<file path="src/inc/wdr_cfg.svh">
// constants for the watchdog and reset-cause block
`ifndef WDR_CFG_SVH
`define WDR_CFG_SVH

// register port widths and offsets
`define WDR_ADDR_W      8
`define WDR_DATA_W      8
`define WDR_CTRL_OFS    8'h60
`define WDR_CAUSE_OFS   8'h54

// control register field positions
`define WDR_B_FLAG      7
`define WDR_B_IE        6
`define WDR_B_PS3       5
`define WDR_B_CE        4
`define WDR_B_WDE       3
`define WDR_B_PS2       2

// reset-cause register field positions
`define WDR_B_WATCHDOG_RESET_FLAG      3
`define WDR_B_BROWNOUT_RESET_FLAG      2
`define WDR_B_EXTERNAL_RESET_FLAG     1
`define WDR_B_POWER_ON_RESET_FLAG      0

// reset values
`define WDR_CAUSE_RST   4'h1
`define WDR_PSEL_RST    4'h0

// timing
`define WDR_CLK_HZ      50000000
`define WDR_OSC_HZ      128000
`define WDR_SEQ_CYCLES  3'h4
`define WDR_CNT_W       21
`define WDR_BASE_CYC    21'h0_0800
`define WDR_PSEL_MAX    4'h9

`endif

</file>
<file path="src/inc/wdr_pkg.sv">
// types shared by the watchdog and reset-cause block
package wdr_pkg;

  // one register port request
  typedef struct packed {
    logic [7:0] addr;
    logic [7:0] wdata;
    logic       wr;
    logic       rd;
  } wdr_bus_req_s;

  // reset sources other than power-on, one-cycle pulses
  typedef struct packed {
    logic bor;
    logic ext;
  } wdr_rst_src_s;

  // timed change sequence
  typedef enum logic [1:0] {
    WDR_SEQ_IDLE = 2'b01,
    WDR_SEQ_OPEN = 2'b10
  } wdr_seq_e;

  // operating mode
  typedef enum logic [3:0] {
    WDR_MODE_STOP = 4'b0001,
    WDR_MODE_IRQ  = 4'b0010,
    WDR_MODE_RST  = 4'b0100,
    WDR_MODE_BOTH = 4'b1000
  } wdr_mode_e;

endpackage : wdr_pkg

</file>
<file path="src/wdr_top.sv">
// watchdog timer with timed change sequence and reset-cause flags
`timescale 1ns/1ps
`default_nettype none
`include "wdr_cfg.svh"

// Notes on behaviour
// - counts ticks of a slow oscillator tick, acts when count hits time-out
// - restart input zeroes the counter; software must restart before time-out
// - interrupt mode sets the flag on expiry, no reset; flag also wakes
// - reset mode issues a one-cycle system reset on expiry
// - combined mode: first expiry interrupts, a later unserviced expiry resets
// - always-on fuse forces reset enable to 1, interrupt enable to 0
// - clearing reset enable or changing prescaler only inside the timed window
// - next write within four cycles, change enable clear, applies new values
// - time-out spans about 16 ms to 8 s by prescaler select
// - watchdog flag set by watchdog reset, cleared by power-on or writing zero
// - brown-out flag set by brown-out reset, cleared by power-on or zero write
// - external flag set by external reset, cleared by power-on or zero write
// - power-on flag set by power-on reset, cleared only by writing zero
// - reset-cause bits 7 to 4 always read zero
// - interrupt flag bit 7 set on time-out when configured for interrupt
// - interrupt flag clears on vector execution or on writing one
// - interrupt taken only with global enable, interrupt enable and flag
// - codes 0 to 9 give 2048 doubling to 1048576 ticks; others reserved
// - change enable clears by itself four cycles after being set
// - watchdog flag set holds reset enable at one
// - combined mode vector execution clears interrupt enable and flag
module wdr_top #(
  parameter int unsigned DIV_CYCLES = `WDR_CLK_HZ / `WDR_OSC_HZ // sys clocks per tick
) (
  input  wire logic                 sys_clk,        // 50 MHz clock
  input  wire logic                 rst,            // power-on reset, sync high
  input  wire wdr_pkg::wdr_bus_req_s bus,           // register port request
  output logic [`WDR_DATA_W-1:0]    rd_data,        // read data, cycle after rd
  input  wire logic                 restart,        // restart instruction pulse
  input  wire logic                 vector_ack,     // interrupt vector executed
  input  wire logic                 global_ie,      // global interrupt enable
  input  wire logic                 always_on_fuse, // high when fuse programmed
  input  wire wdr_pkg::wdr_rst_src_s rst_src,       // other reset source pulses
  output logic                      wdt_irq,        // interrupt request level
  output logic                      wdt_wake,       // wake from sleep level
  output logic                      sys_reset_req   // one-cycle reset pulse
);
  import wdr_pkg::*;

  localparam int unsigned DIV_W = (DIV_CYCLES > 1) ? $clog2(DIV_CYCLES) : 1;
  localparam logic [DIV_W-1:0] DIV_LAST = DIV_W'(DIV_CYCLES - 1);

  //////////////////////////////////////////////////////////////////////////////
  // state
  logic [DIV_W-1:0]          div_ff;
  logic                      tick_ff;
  logic [`WDR_CNT_W-1:0]     cnt_ff;
  logic                      flag_ff;
  logic                      ie_ff;
  logic                      wde_ff;
  logic [3:0]                psel_ff;
  wdr_seq_e                  seq_ff;
  logic [2:0]                win_ff;
  logic                      watchdog_reset_flag_ff;
  logic                      brownout_reset_flag_ff;
  logic                      external_reset_flag_ff;
  logic                      power_on_reset_flag_ff;
  logic [`WDR_DATA_W-1:0]    rd_data_ff;
  logic                      irq_ff;
  logic                      wake_ff;
  logic                      sysrst_ff;

  // decoded
  logic                      wr_ctrl;
  logic                      wr_cause;
  logic                      rd_ctrl;
  logic                      rd_cause;
  logic                      open_wr;
  logic                      win_open;
  logic                      apply_wr;
  logic                      ie_eff;
  logic                      wde_eff;
  wdr_mode_e                 mode;
  logic [3:0]                psel_clip;
  logic [`WDR_CNT_W-1:0]     limit;
  logic                      expire;
  logic                      do_reset;
  logic                      set_flag;
  logic [`WDR_DATA_W-1:0]    ctrl_view;
  logic [`WDR_DATA_W-1:0]    cause_view;

  //////////////////////////////////////////////////////////////////////////////
  // address decode
  assign wr_ctrl  = bus.wr && (bus.addr == `WDR_CTRL_OFS);
  assign wr_cause = bus.wr && (bus.addr == `WDR_CAUSE_OFS);
  assign rd_ctrl  = bus.rd && (bus.addr == `WDR_CTRL_OFS);
  assign rd_cause = bus.rd && (bus.addr == `WDR_CAUSE_OFS);

  // window opens on a write with both change and reset enable set
  assign open_wr  = wr_ctrl && bus.wdata[`WDR_B_CE] && bus.wdata[`WDR_B_WDE];
  assign win_open = (seq_ff == WDR_SEQ_OPEN);
  assign apply_wr = wr_ctrl && win_open && !bus.wdata[`WDR_B_CE];

  // effective enables with fuse and flag overrides
  assign ie_eff  = ie_ff && !always_on_fuse;
  assign wde_eff = wde_ff || watchdog_reset_flag_ff || always_on_fuse;

  // mode decode
  always_comb begin
    case ({wde_eff, ie_eff})
      2'b00:   mode = WDR_MODE_STOP;
      2'b01:   mode = WDR_MODE_IRQ;
      2'b10:   mode = WDR_MODE_RST;
      2'b11:   mode = WDR_MODE_BOTH;
      default: mode = WDR_MODE_STOP;
    endcase
  end

  // time-out length, reserved codes run as the longest
  assign psel_clip = (psel_ff > `WDR_PSEL_MAX) ? `WDR_PSEL_MAX : psel_ff;
  assign limit     = `WDR_BASE_CYC << psel_clip;
  assign expire    = tick_ff && (mode != WDR_MODE_STOP)
                     && (cnt_ff == limit - `WDR_CNT_W'(1));

  // expiry action per mode
  always_comb begin
    do_reset = 1'b0;
    set_flag = 1'b0;
    if (expire) begin
      case (mode)
        WDR_MODE_IRQ:  set_flag = 1'b1;
        WDR_MODE_RST:  do_reset = 1'b1;
        WDR_MODE_BOTH: begin
          set_flag = !flag_ff;
          do_reset = flag_ff;
        end
        default: begin
          do_reset = 1'b0;
          set_flag = 1'b0;
        end
      endcase
    end
  end

  //////////////////////////////////////////////////////////////////////////////
  // oscillator tick divider
  always_ff @(posedge sys_clk) begin
    if (rst) begin
      div_ff  <= '0;
      tick_ff <= 1'b0;
    end else if (div_ff == DIV_LAST) begin
      div_ff  <= '0;
      tick_ff <= 1'b1;
    end else begin
      div_ff  <= div_ff + DIV_W'(1);
      tick_ff <= 1'b0;
    end
  end

  // time-out counter
  always_ff @(posedge sys_clk) begin
    if (rst) begin
      cnt_ff <= '0;
    end else if (restart || expire || do_reset || mode == WDR_MODE_STOP) begin
      cnt_ff <= '0;
    end else if (tick_ff) begin
      cnt_ff <= cnt_ff + `WDR_CNT_W'(1);
    end
  end

  //////////////////////////////////////////////////////////////////////////////
  // timed change window
  always_ff @(posedge sys_clk) begin
    if (rst || do_reset) begin
      seq_ff <= WDR_SEQ_IDLE;
      win_ff <= '0;
    end else if (open_wr) begin
      seq_ff <= WDR_SEQ_OPEN;
      win_ff <= `WDR_SEQ_CYCLES;
    end else begin
      case (seq_ff)
        WDR_SEQ_OPEN: begin
          if (apply_wr || win_ff == 3'h1) begin
            seq_ff <= WDR_SEQ_IDLE;
            win_ff <= '0;
          end else begin
            win_ff <= win_ff - 3'h1;
          end
        end
        default: begin
          seq_ff <= WDR_SEQ_IDLE;
          win_ff <= '0;
        end
      endcase
    end
  end

  // reset enable and prescaler
  always_ff @(posedge sys_clk) begin
    if (rst) begin
      wde_ff  <= 1'b0;
      psel_ff <= `WDR_PSEL_RST;
    end else if (do_reset) begin
      psel_ff <= `WDR_PSEL_RST;
    end else if (apply_wr) begin
      wde_ff  <= bus.wdata[`WDR_B_WDE];
      psel_ff <= {bus.wdata[`WDR_B_PS3], bus.wdata[`WDR_B_PS2:0]};
    end else if (wr_ctrl && bus.wdata[`WDR_B_WDE]) begin
      wde_ff  <= 1'b1;                                     // setting is always free
    end
  end

  // interrupt enable and interrupt flag
  always_ff @(posedge sys_clk) begin
    if (rst || do_reset) begin
      ie_ff   <= 1'b0;
      flag_ff <= 1'b0;
    end else begin
      if (wr_ctrl) begin
        ie_ff <= bus.wdata[`WDR_B_IE];
      end else if (vector_ack && mode == WDR_MODE_BOTH) begin
        ie_ff <= 1'b0;
      end
      if (set_flag) begin
        flag_ff <= 1'b1;
      end else if (vector_ack || (wr_ctrl && bus.wdata[`WDR_B_FLAG])) begin
        flag_ff <= 1'b0;
      end
    end
  end

  //////////////////////////////////////////////////////////////////////////////
  // reset-cause flags, set wins over a zero write
  always_ff @(posedge sys_clk) begin
    if (rst) begin
      {watchdog_reset_flag_ff, brownout_reset_flag_ff, external_reset_flag_ff, power_on_reset_flag_ff} <= `WDR_CAUSE_RST;
    end else begin
      if (do_reset) begin
        watchdog_reset_flag_ff <= 1'b1;
      end else if (wr_cause && !bus.wdata[`WDR_B_WATCHDOG_RESET_FLAG]) begin
        watchdog_reset_flag_ff <= 1'b0;
      end
      if (rst_src.bor) begin
        brownout_reset_flag_ff <= 1'b1;
      end else if (wr_cause && !bus.wdata[`WDR_B_BROWNOUT_RESET_FLAG]) begin
        brownout_reset_flag_ff <= 1'b0;
      end
      if (rst_src.ext) begin
        external_reset_flag_ff <= 1'b1;
      end else if (wr_cause && !bus.wdata[`WDR_B_EXTERNAL_RESET_FLAG]) begin
        external_reset_flag_ff <= 1'b0;
      end
      if (wr_cause && !bus.wdata[`WDR_B_POWER_ON_RESET_FLAG]) begin
        power_on_reset_flag_ff <= 1'b0;
      end
    end
  end

  //////////////////////////////////////////////////////////////////////////////
  // read views
  always_comb begin
    ctrl_view                = '0;
    ctrl_view[`WDR_B_FLAG]   = flag_ff;
    ctrl_view[`WDR_B_IE]     = ie_eff;
    ctrl_view[`WDR_B_PS3]    = psel_ff[3];
    ctrl_view[`WDR_B_CE]     = win_open;
    ctrl_view[`WDR_B_WDE]    = wde_eff;
    ctrl_view[`WDR_B_PS2:0]  = psel_ff[2:0];
  end

  assign cause_view = {4'h0, watchdog_reset_flag_ff, brownout_reset_flag_ff, external_reset_flag_ff, power_on_reset_flag_ff};

  // read data, valid only the cycle after the strobe
  always_ff @(posedge sys_clk) begin
    if (rst) begin
      rd_data_ff <= '0;
    end else if (rd_ctrl) begin
      rd_data_ff <= ctrl_view;
    end else if (rd_cause) begin
      rd_data_ff <= cause_view;
    end else begin
      rd_data_ff <= '0;
    end
  end

  // interrupt, wake and reset outputs
  always_ff @(posedge sys_clk) begin
    if (rst) begin
      irq_ff    <= 1'b0;
      wake_ff   <= 1'b0;
      sysrst_ff <= 1'b0;
    end else begin
      irq_ff    <= global_ie && ie_eff && flag_ff;
      wake_ff   <= ie_eff && flag_ff;
      sysrst_ff <= do_reset;
    end
  end

  assign rd_data       = rd_data_ff;
  assign wdt_irq       = irq_ff;
  assign wdt_wake      = wake_ff;
  assign sys_reset_req = sysrst_ff;
endmodule : wdr_top
`default_nettype wire

</file>
<file path="config.mk">
export PLATFORM = sky130hd
export DESIGN_NAME = wdr_top
export DESIGN_NICKNAME = d
export VERILOG_FILES = /design/src/inc/wdr_pkg.sv /design/src/wdr_top.sv
export VERILOG_INCLUDE_DIRS = /design/src /design/src/inc
export SDC_FILE = /design/constraint.sdc
export NUM_CORES = 1
export LEC_CHECK = 0
export ABC_AREA = 1
export BUFFER_PORTS_ARGS = -buffer_cell sky130_fd_sc_hd__buf_4
export CAP_MARGIN = 10
export CORE_ASPECT_RATIO = 1.25
export CORE_MARGIN = 1.5
export CORE_UTILIZATION = 24
export CTS_CLUSTER_SIZE = 16
export DETAILED_ROUTE_END_ITERATION = 10
export HOLD_SLACK_MARGIN = 0.06
export PLACE_DENSITY = 0.44
export RECOVER_POWER = 100
export SETUP_SLACK_MARGIN = 0.3
export SLEW_MARGIN = 20
export SYNTH_ARGS = -nofsm -noshare
export SYNTH_HDL_FRONTEND = slang
export SYNTH_SLANG_ARGS = --single-unit
</file>
<file path="constraint.sdc">
create_clock -name sys_clk -period 2.6 [get_ports sys_clk]
set_input_delay 0.13 -clock sys_clk [delete_from_list [all_inputs] [get_ports sys_clk]]
set_output_delay 0.13 -clock sys_clk [all_outputs]
set_load 0.03 [all_outputs]
</file>
* After elaboration in Yosys (flattened, before gate mapping)
Index checks and enable logic that the tools add are counted.
Word-level totals: bits in registers 58, output and inout port bits 11, logic and storage cells 116
Operators by class: add/sub/neg operators 4, order comparisons 1, equal/unequal tests 15, shift-type cells 1, muxes and demuxes 27, bitwise gates (word level) 2, reduce and logical (&&, ||, !) cells 48
Operators with widths (count):
- 21-bit by 1-bit adder with 21-bit output, second input constant | 1
- 21-bit == test | 1
- 1-bit logical AND | 21
- 12-bit by 4-bit << shifter with 21-bit output, first input constant | 1
- 21-bit by 1-bit subtractor with 21-bit output, second input constant | 1
- 8-bit by 7-bit == test with 1-bit output, second input constant | 2
- 4-bit case mux with 4 select lines | 1
- 1-bit 2-to-1 mux | 15
- 2-bit nonzero test | 6
- 9-bit by 1-bit adder with 9-bit output, second input constant | 1
- 9-bit == test, second input constant | 1
- 3-bit 2-to-1 mux | 3
- 1-bit logical OR | 8
- 4-bit 2-to-1 mux | 2
- 8-bit 2-to-1 mux | 1
- 1-bit logical NOT | 7
- 2-bit == test, second input constant | 3
- 2-bit 2-to-1 mux | 3
- 2-bit OR reduction | 3
- 4-bit by 1-bit == test with 1-bit output, second input constant | 1
- 4-bit by 2-bit == test with 1-bit output, second input constant | 1
- 4-bit by 3-bit == test with 1-bit output, second input constant | 1
- 4-bit == test, second input constant | 1
- 4-bit > comparator, second input constant | 1
- other kinds (10) | 12

* Logic depth before layout (Yosys ltp)
depth in word-level cells 11, gate-level depth with buffers 16

* Least setup slack after synthesis
OpenSTA, ideal clock, no wires.
kind register to register, start point reg psel_ff[2], end point reg cnt_ff[0], data arrival time 1.842 ns, setup slack 0.642 ns, stages on the path, launching flop included 16, buffers on the path 2, period minus slack after synthesis 1.958 ns, cell sequence dfxtp_1 -> buf_2 -> inv_2 -> nand4_1 -> ha_1 -> nand2_1 -> nand3_1 -> nor2_1 -> nand2_1 -> nor2_1 -> nand3_1 -> nor2_2 -> nand2_1 -> nand4_2 -> buf_6 -> nor2_1
Between the ends: word-level cells in the longest chain between the ends 10
RTL lines:
- from (decl) | line wdr_top.sv:57 | logic [3:0] psel_ff;
- from (signal assigned) | line wdr_top.sv:198 | psel_ff <= `WDR_PSEL_RST;
- from (signal assigned) | line wdr_top.sv:200 | psel_ff <= `WDR_PSEL_RST;
- from (signal assigned) | line wdr_top.sv:203 | psel_ff <= {bus.wdata[`WDR_B_PS3], bus.wdata[`WDR_B_PS2:0]};
- 4-bit > comparator (no source line)
- 4-bit 2-to-1 mux * | line wdr_top.sv:116 | assign psel_clip = (psel_ff > `WDR_PSEL_MAX) ? `WDR_PSEL_MAX : psel_ff;
- 12-bit by 4-bit << shifter with 21-bit output (no source line) *
- 21-bit by 1-bit subtractor with 21-bit output * | line wdr_top.sv:119 | && (cnt_ff == limit - `WDR_CNT_W'(1));
- 21-bit == test * | line wdr_top.sv:119
- 1-bit logical AND * | line wdr_top.sv:118 | assign expire = tick_ff && (mode != WDR_MODE_STOP)
- 1-bit 2-to-1 mux or 1-bit logical OR (tied branches) | line wdr_top.sv:125, wdr_top.sv:160
- 1-bit logical OR * (2 in a row) | line wdr_top.sv:160 | end else if (restart || expire || do_reset || mode == WDR_MODE_STOP) begin
- 2-bit OR reduction (no source line) *
- to (signal assigned) | line wdr_top.sv:163 | cnt_ff <= cnt_ff + `WDR_CNT_W'(1);
- to (decl) | line wdr_top.sv:53 | logic [`WDR_CNT_W-1:0] cnt_ff;
Every way passes the cells marked *; elsewhere a longest branch is shown, timed or not. A chain may end at the register's enable or synchronous reset.

* Final worst setup path
start point reg psel_ff[3], end point reg cnt_ff[4]
Same word-level chain as after synthesis.

==> metrics.yaml <==
seq_area_um2: 1170
via_count: 2599
insertion_delay_ps: 330
fillerInstances: 1214
synth_edf_count: 0
worst_setup_path_end_kind: "register"
dieWidth_um: 99.5
ys_async_sr_fraction_pct: 0
synth_area_per_cell_um2: 7.27
coreArea_um2: 11200
ctsLongestPathBuffers: 2
fin_skew_ps: 5.38
leakagePower_uw: 0.00140
drt-pass1-iter-count: 4
globalRouteOverflowTotal: 0
net_switching_power_of_the_design_uw: 450
synthMostInstantiatedCell: "sky130_fd_sc_hd__nand2_1"
synth_top_flop_cell: "sky130_fd_sc_hd__dfxtp_1"
top_cells_by_count_synth: "sky130_fd_sc_hd__nand2_1, sky130_fd_sc_hd__dfxtp_1, sky130_fd_sc_hd__nor2_1"
yosys.area.top_type: "sky130_fd_sc_hd__dfxtp_1"
globalplace.congestion: 0.826
p_int_uw: 1800
hold_viol_final: 0
global_route_wire_length_before_repair_mm: 11.0
grt_usage_pct: 11.6
drive_above_1_share_pct: 15.5
share_seq_of_total_power_pct: 40.1
cts_buffers: 9
yosysWarningCount: 0
route.detailed.drc: 0
dp_hpwl_mm: 5.03
final.period_utilization_pct: 86.3
max-slew-margin-rel_pct: 64.8
synth-seq-area-share_pct: 41.6
netlist_area_um2: 2790
yosys.cell_types.count: 36
antenna_left: 0
worst-setup-path-type: "register to register"
cp_max_fo: 6
setup_viol: 0
avgViaCountPerCell: 4.44
outcome: "finished, final reports clean"
unrepaired_setup_endpoints_after_global_routing: "false"
area_delta_synth_final_pct: 31.9
synth-seq-cells: 58
vias_in_the_first_global_route: 2333
switching_share_pct: 20.0
synth_top_area_share_pct: 41.6
area_occupied_by_multi_input_gates_um2: 1450
wl_mm: 7.06
placement.cell_area_um2: 3200
diodes: 0
antenna_violations_before_repair: 0
power.clock.fraction_pct: 56.2
pwr-share-comb_pct: 3.7
wl_per_cell_um: 12.0
die_area_um2: 12300
power.density_nw_per_um2: 610
vdd.ir_drop.worst_v: 0.000251
num_io_pins: 37
worst_margin_slew_ps: 520
mappedNetlistNets: 416
synthCells: 384
holdCritPathClass: "input port to register"
final_nets: 478
worstSetupStartpointType: "register"
cts_tree: "done"
final_critical_path_required_period_ps: 2240
die_height_um: 124
worst_setup_hold_path_clk_slew_ps: 50
cts_root_buffer: "sky130_fd_sc_hd__clkbuf_16"
first_iteration_detailed_routing_drc_count: 81
cts.sink_count: 58
netlist_top_cells_area: "sky130_fd_sc_hd__dfxtp_1, sky130_fd_sc_hd__nand2_1, sky130_fd_sc_hd__nor2_1"
floorplan.initialDensity_pct: 24.8
max-cap-violations: 0
report.final.slew_viol_count: 0
fin_tns_setup_ps: 0
port_buffers: 36
htree_levels: 3
grt_max_degree: 22
max_freq_mhz: 446
postLayoutCellArea_um2: 3680
critPathRequiredTime_ps: 2800
worstPathArrival_ps: 2440
placementRows: 43
-- power by group through the flow --
| stage | combinational [µW] | sequential, µW | clock [µW] |
|---|---|---|---|
| 2_1_floorplan | 31.2 | 919 | 0 |
| 4_1_cts | 80.2 | 901 | 1300 |
| 3_3_place_gp | 71.2 | 920 | 0 |
| 5_1_grt | 93.5 | 901 | 1340 |
| 3_5_place_dp | 71.5 | 920 | 0 |
| 6_report | 83.7 | 901 | 1260 |
-- final cells by class --
class                   count  area share, %
multi-input cells         268           39.3
clock inverters             5           2.11
repair buffers             52           9.78
inverters                  57           5.94
clock buffers              11           6.59
flip-flops and latches     58           31.7
well taps                 135           4.59
-- layer usage --
layer	part of all wire (%)	vias to the layer above	global-route usage, %
li1	-	1367	-
met1	45	1160	13.8
met2	48	52	19.0
met3	3.8	20	3.31
met4	3.2	0	6.07
met5	0	-	0
-- stage by stage --
| step | worst slack, ps | power, µW | util (%) | hold WS (ps) | std cells |
|---|---|---|---|---|---|
| final | 356 | 2250 | 32.8 | 92.7 | 586 |
| after global placement | 355 | 991 | 28.4 | 340 | 550 |
| after CTS | 376 | 2280 | 31.9 | 81.8 | 572 |
| after detailed placement | 278 | 991 | 28.4 | 342 | 550 |
| after global routing | 132 | 2340 | 32.8 | 105 | 586 |
| after floorplan | 642 | 950 | - | 199 | 384 |
-- cell usage in the layout, fill, tap and decap left out, types with 6 or more instances in the layout --
cell                            Yosys  layout
sky130_fd_sc_hd__clkbuf_16          0       9
sky130_fd_sc_hd__xor2_1            13      13
sky130_fd_sc_hd__dfxtp_1           58      56
sky130_fd_sc_hd__ha_1               6       6
sky130_fd_sc_hd__clkbuf_1           1      13
sky130_fd_sc_hd__dlygate4sd3_1      0       6
sky130_fd_sc_hd__xnor2_1           11      11
sky130_fd_sc_hd__nand3_1           34      33
sky130_fd_sc_hd__nand2_1           70      68
sky130_fd_sc_hd__nor2_1            58      58
sky130_fd_sc_hd__o21ai_0            9       9
sky130_fd_sc_hd__buf_4              0      32
sky130_fd_sc_hd__inv_1             53      51
sky130_fd_sc_hd__nor3_1            10      10
sky130_fd_sc_hd__nand4_1           12      15
sky130_fd_sc_hd__a21oi_1           15      16
-- cells by family after synthesis --
kind of cell             after synthesis  share of synthesized area, %
AO/OA/AOI/OAI                         31                          6.09
XOR/XNOR                              24                          7.53
adder cells (fa/ha/maj)                6                          2.69
buffers and inverters                 62                          8.96
flip-flops                            58                          41.6
multiplexers                           1                         0.358
AND/OR/NAND/NOR                      202                          32.8
-- sequential cells by signal (all words and copies together) (netlist names), 2 cells and up --
name	cells
win_ff	3
psel_ff	4
cnt_ff	21
rd_data	8
div_ff	9
seq_ff	2
-- critical path: stages (launching register included) --
cell                      delay (ps)
sky130_fd_sc_hd__dfxtp_1         390
sky130_fd_sc_hd__inv_4           100
sky130_fd_sc_hd__nand4_1         130
sky130_fd_sc_hd__ha_1            330
sky130_fd_sc_hd__inv_1            40
sky130_fd_sc_hd__nand2_1          50
sky130_fd_sc_hd__nand3_1          60
sky130_fd_sc_hd__nor2_1          100
sky130_fd_sc_hd__nand2_1          60
sky130_fd_sc_hd__nor2_1          120
sky130_fd_sc_hd__nand3_2         110
sky130_fd_sc_hd__nor2_4          190
sky130_fd_sc_hd__nand2_4         100
sky130_fd_sc_hd__nand4_1         260
sky130_fd_sc_hd__nor2_1           80
-- path summary, 6_finish.rpt --
check,slack (ps),from,endpoint,cells after the start
min reg2reg,420,seq_ff[0],rd_data[4],1
max,360,psel_ff[3],cnt_ff[4],14
min,90,bus[4],psel_ff[2],3
max reg2reg,360,psel_ff[3],cnt_ff[4],14
-- what timing repair did --
| item | in CTS | in global routing |
|---|---|---|
| pin swaps | 0 | 8 |
| buffers inserted | 0 | 10 |
| resized for setup | 1 | 20 |
| hold buffers | 6 | 0 |
| endpoints found under the hold margin | 8 | 0 |
| endpoints found under the setup margin | 21 | 34 |
| gates cloned | 0 | 4 |
(Power assumes the default switching activity.)
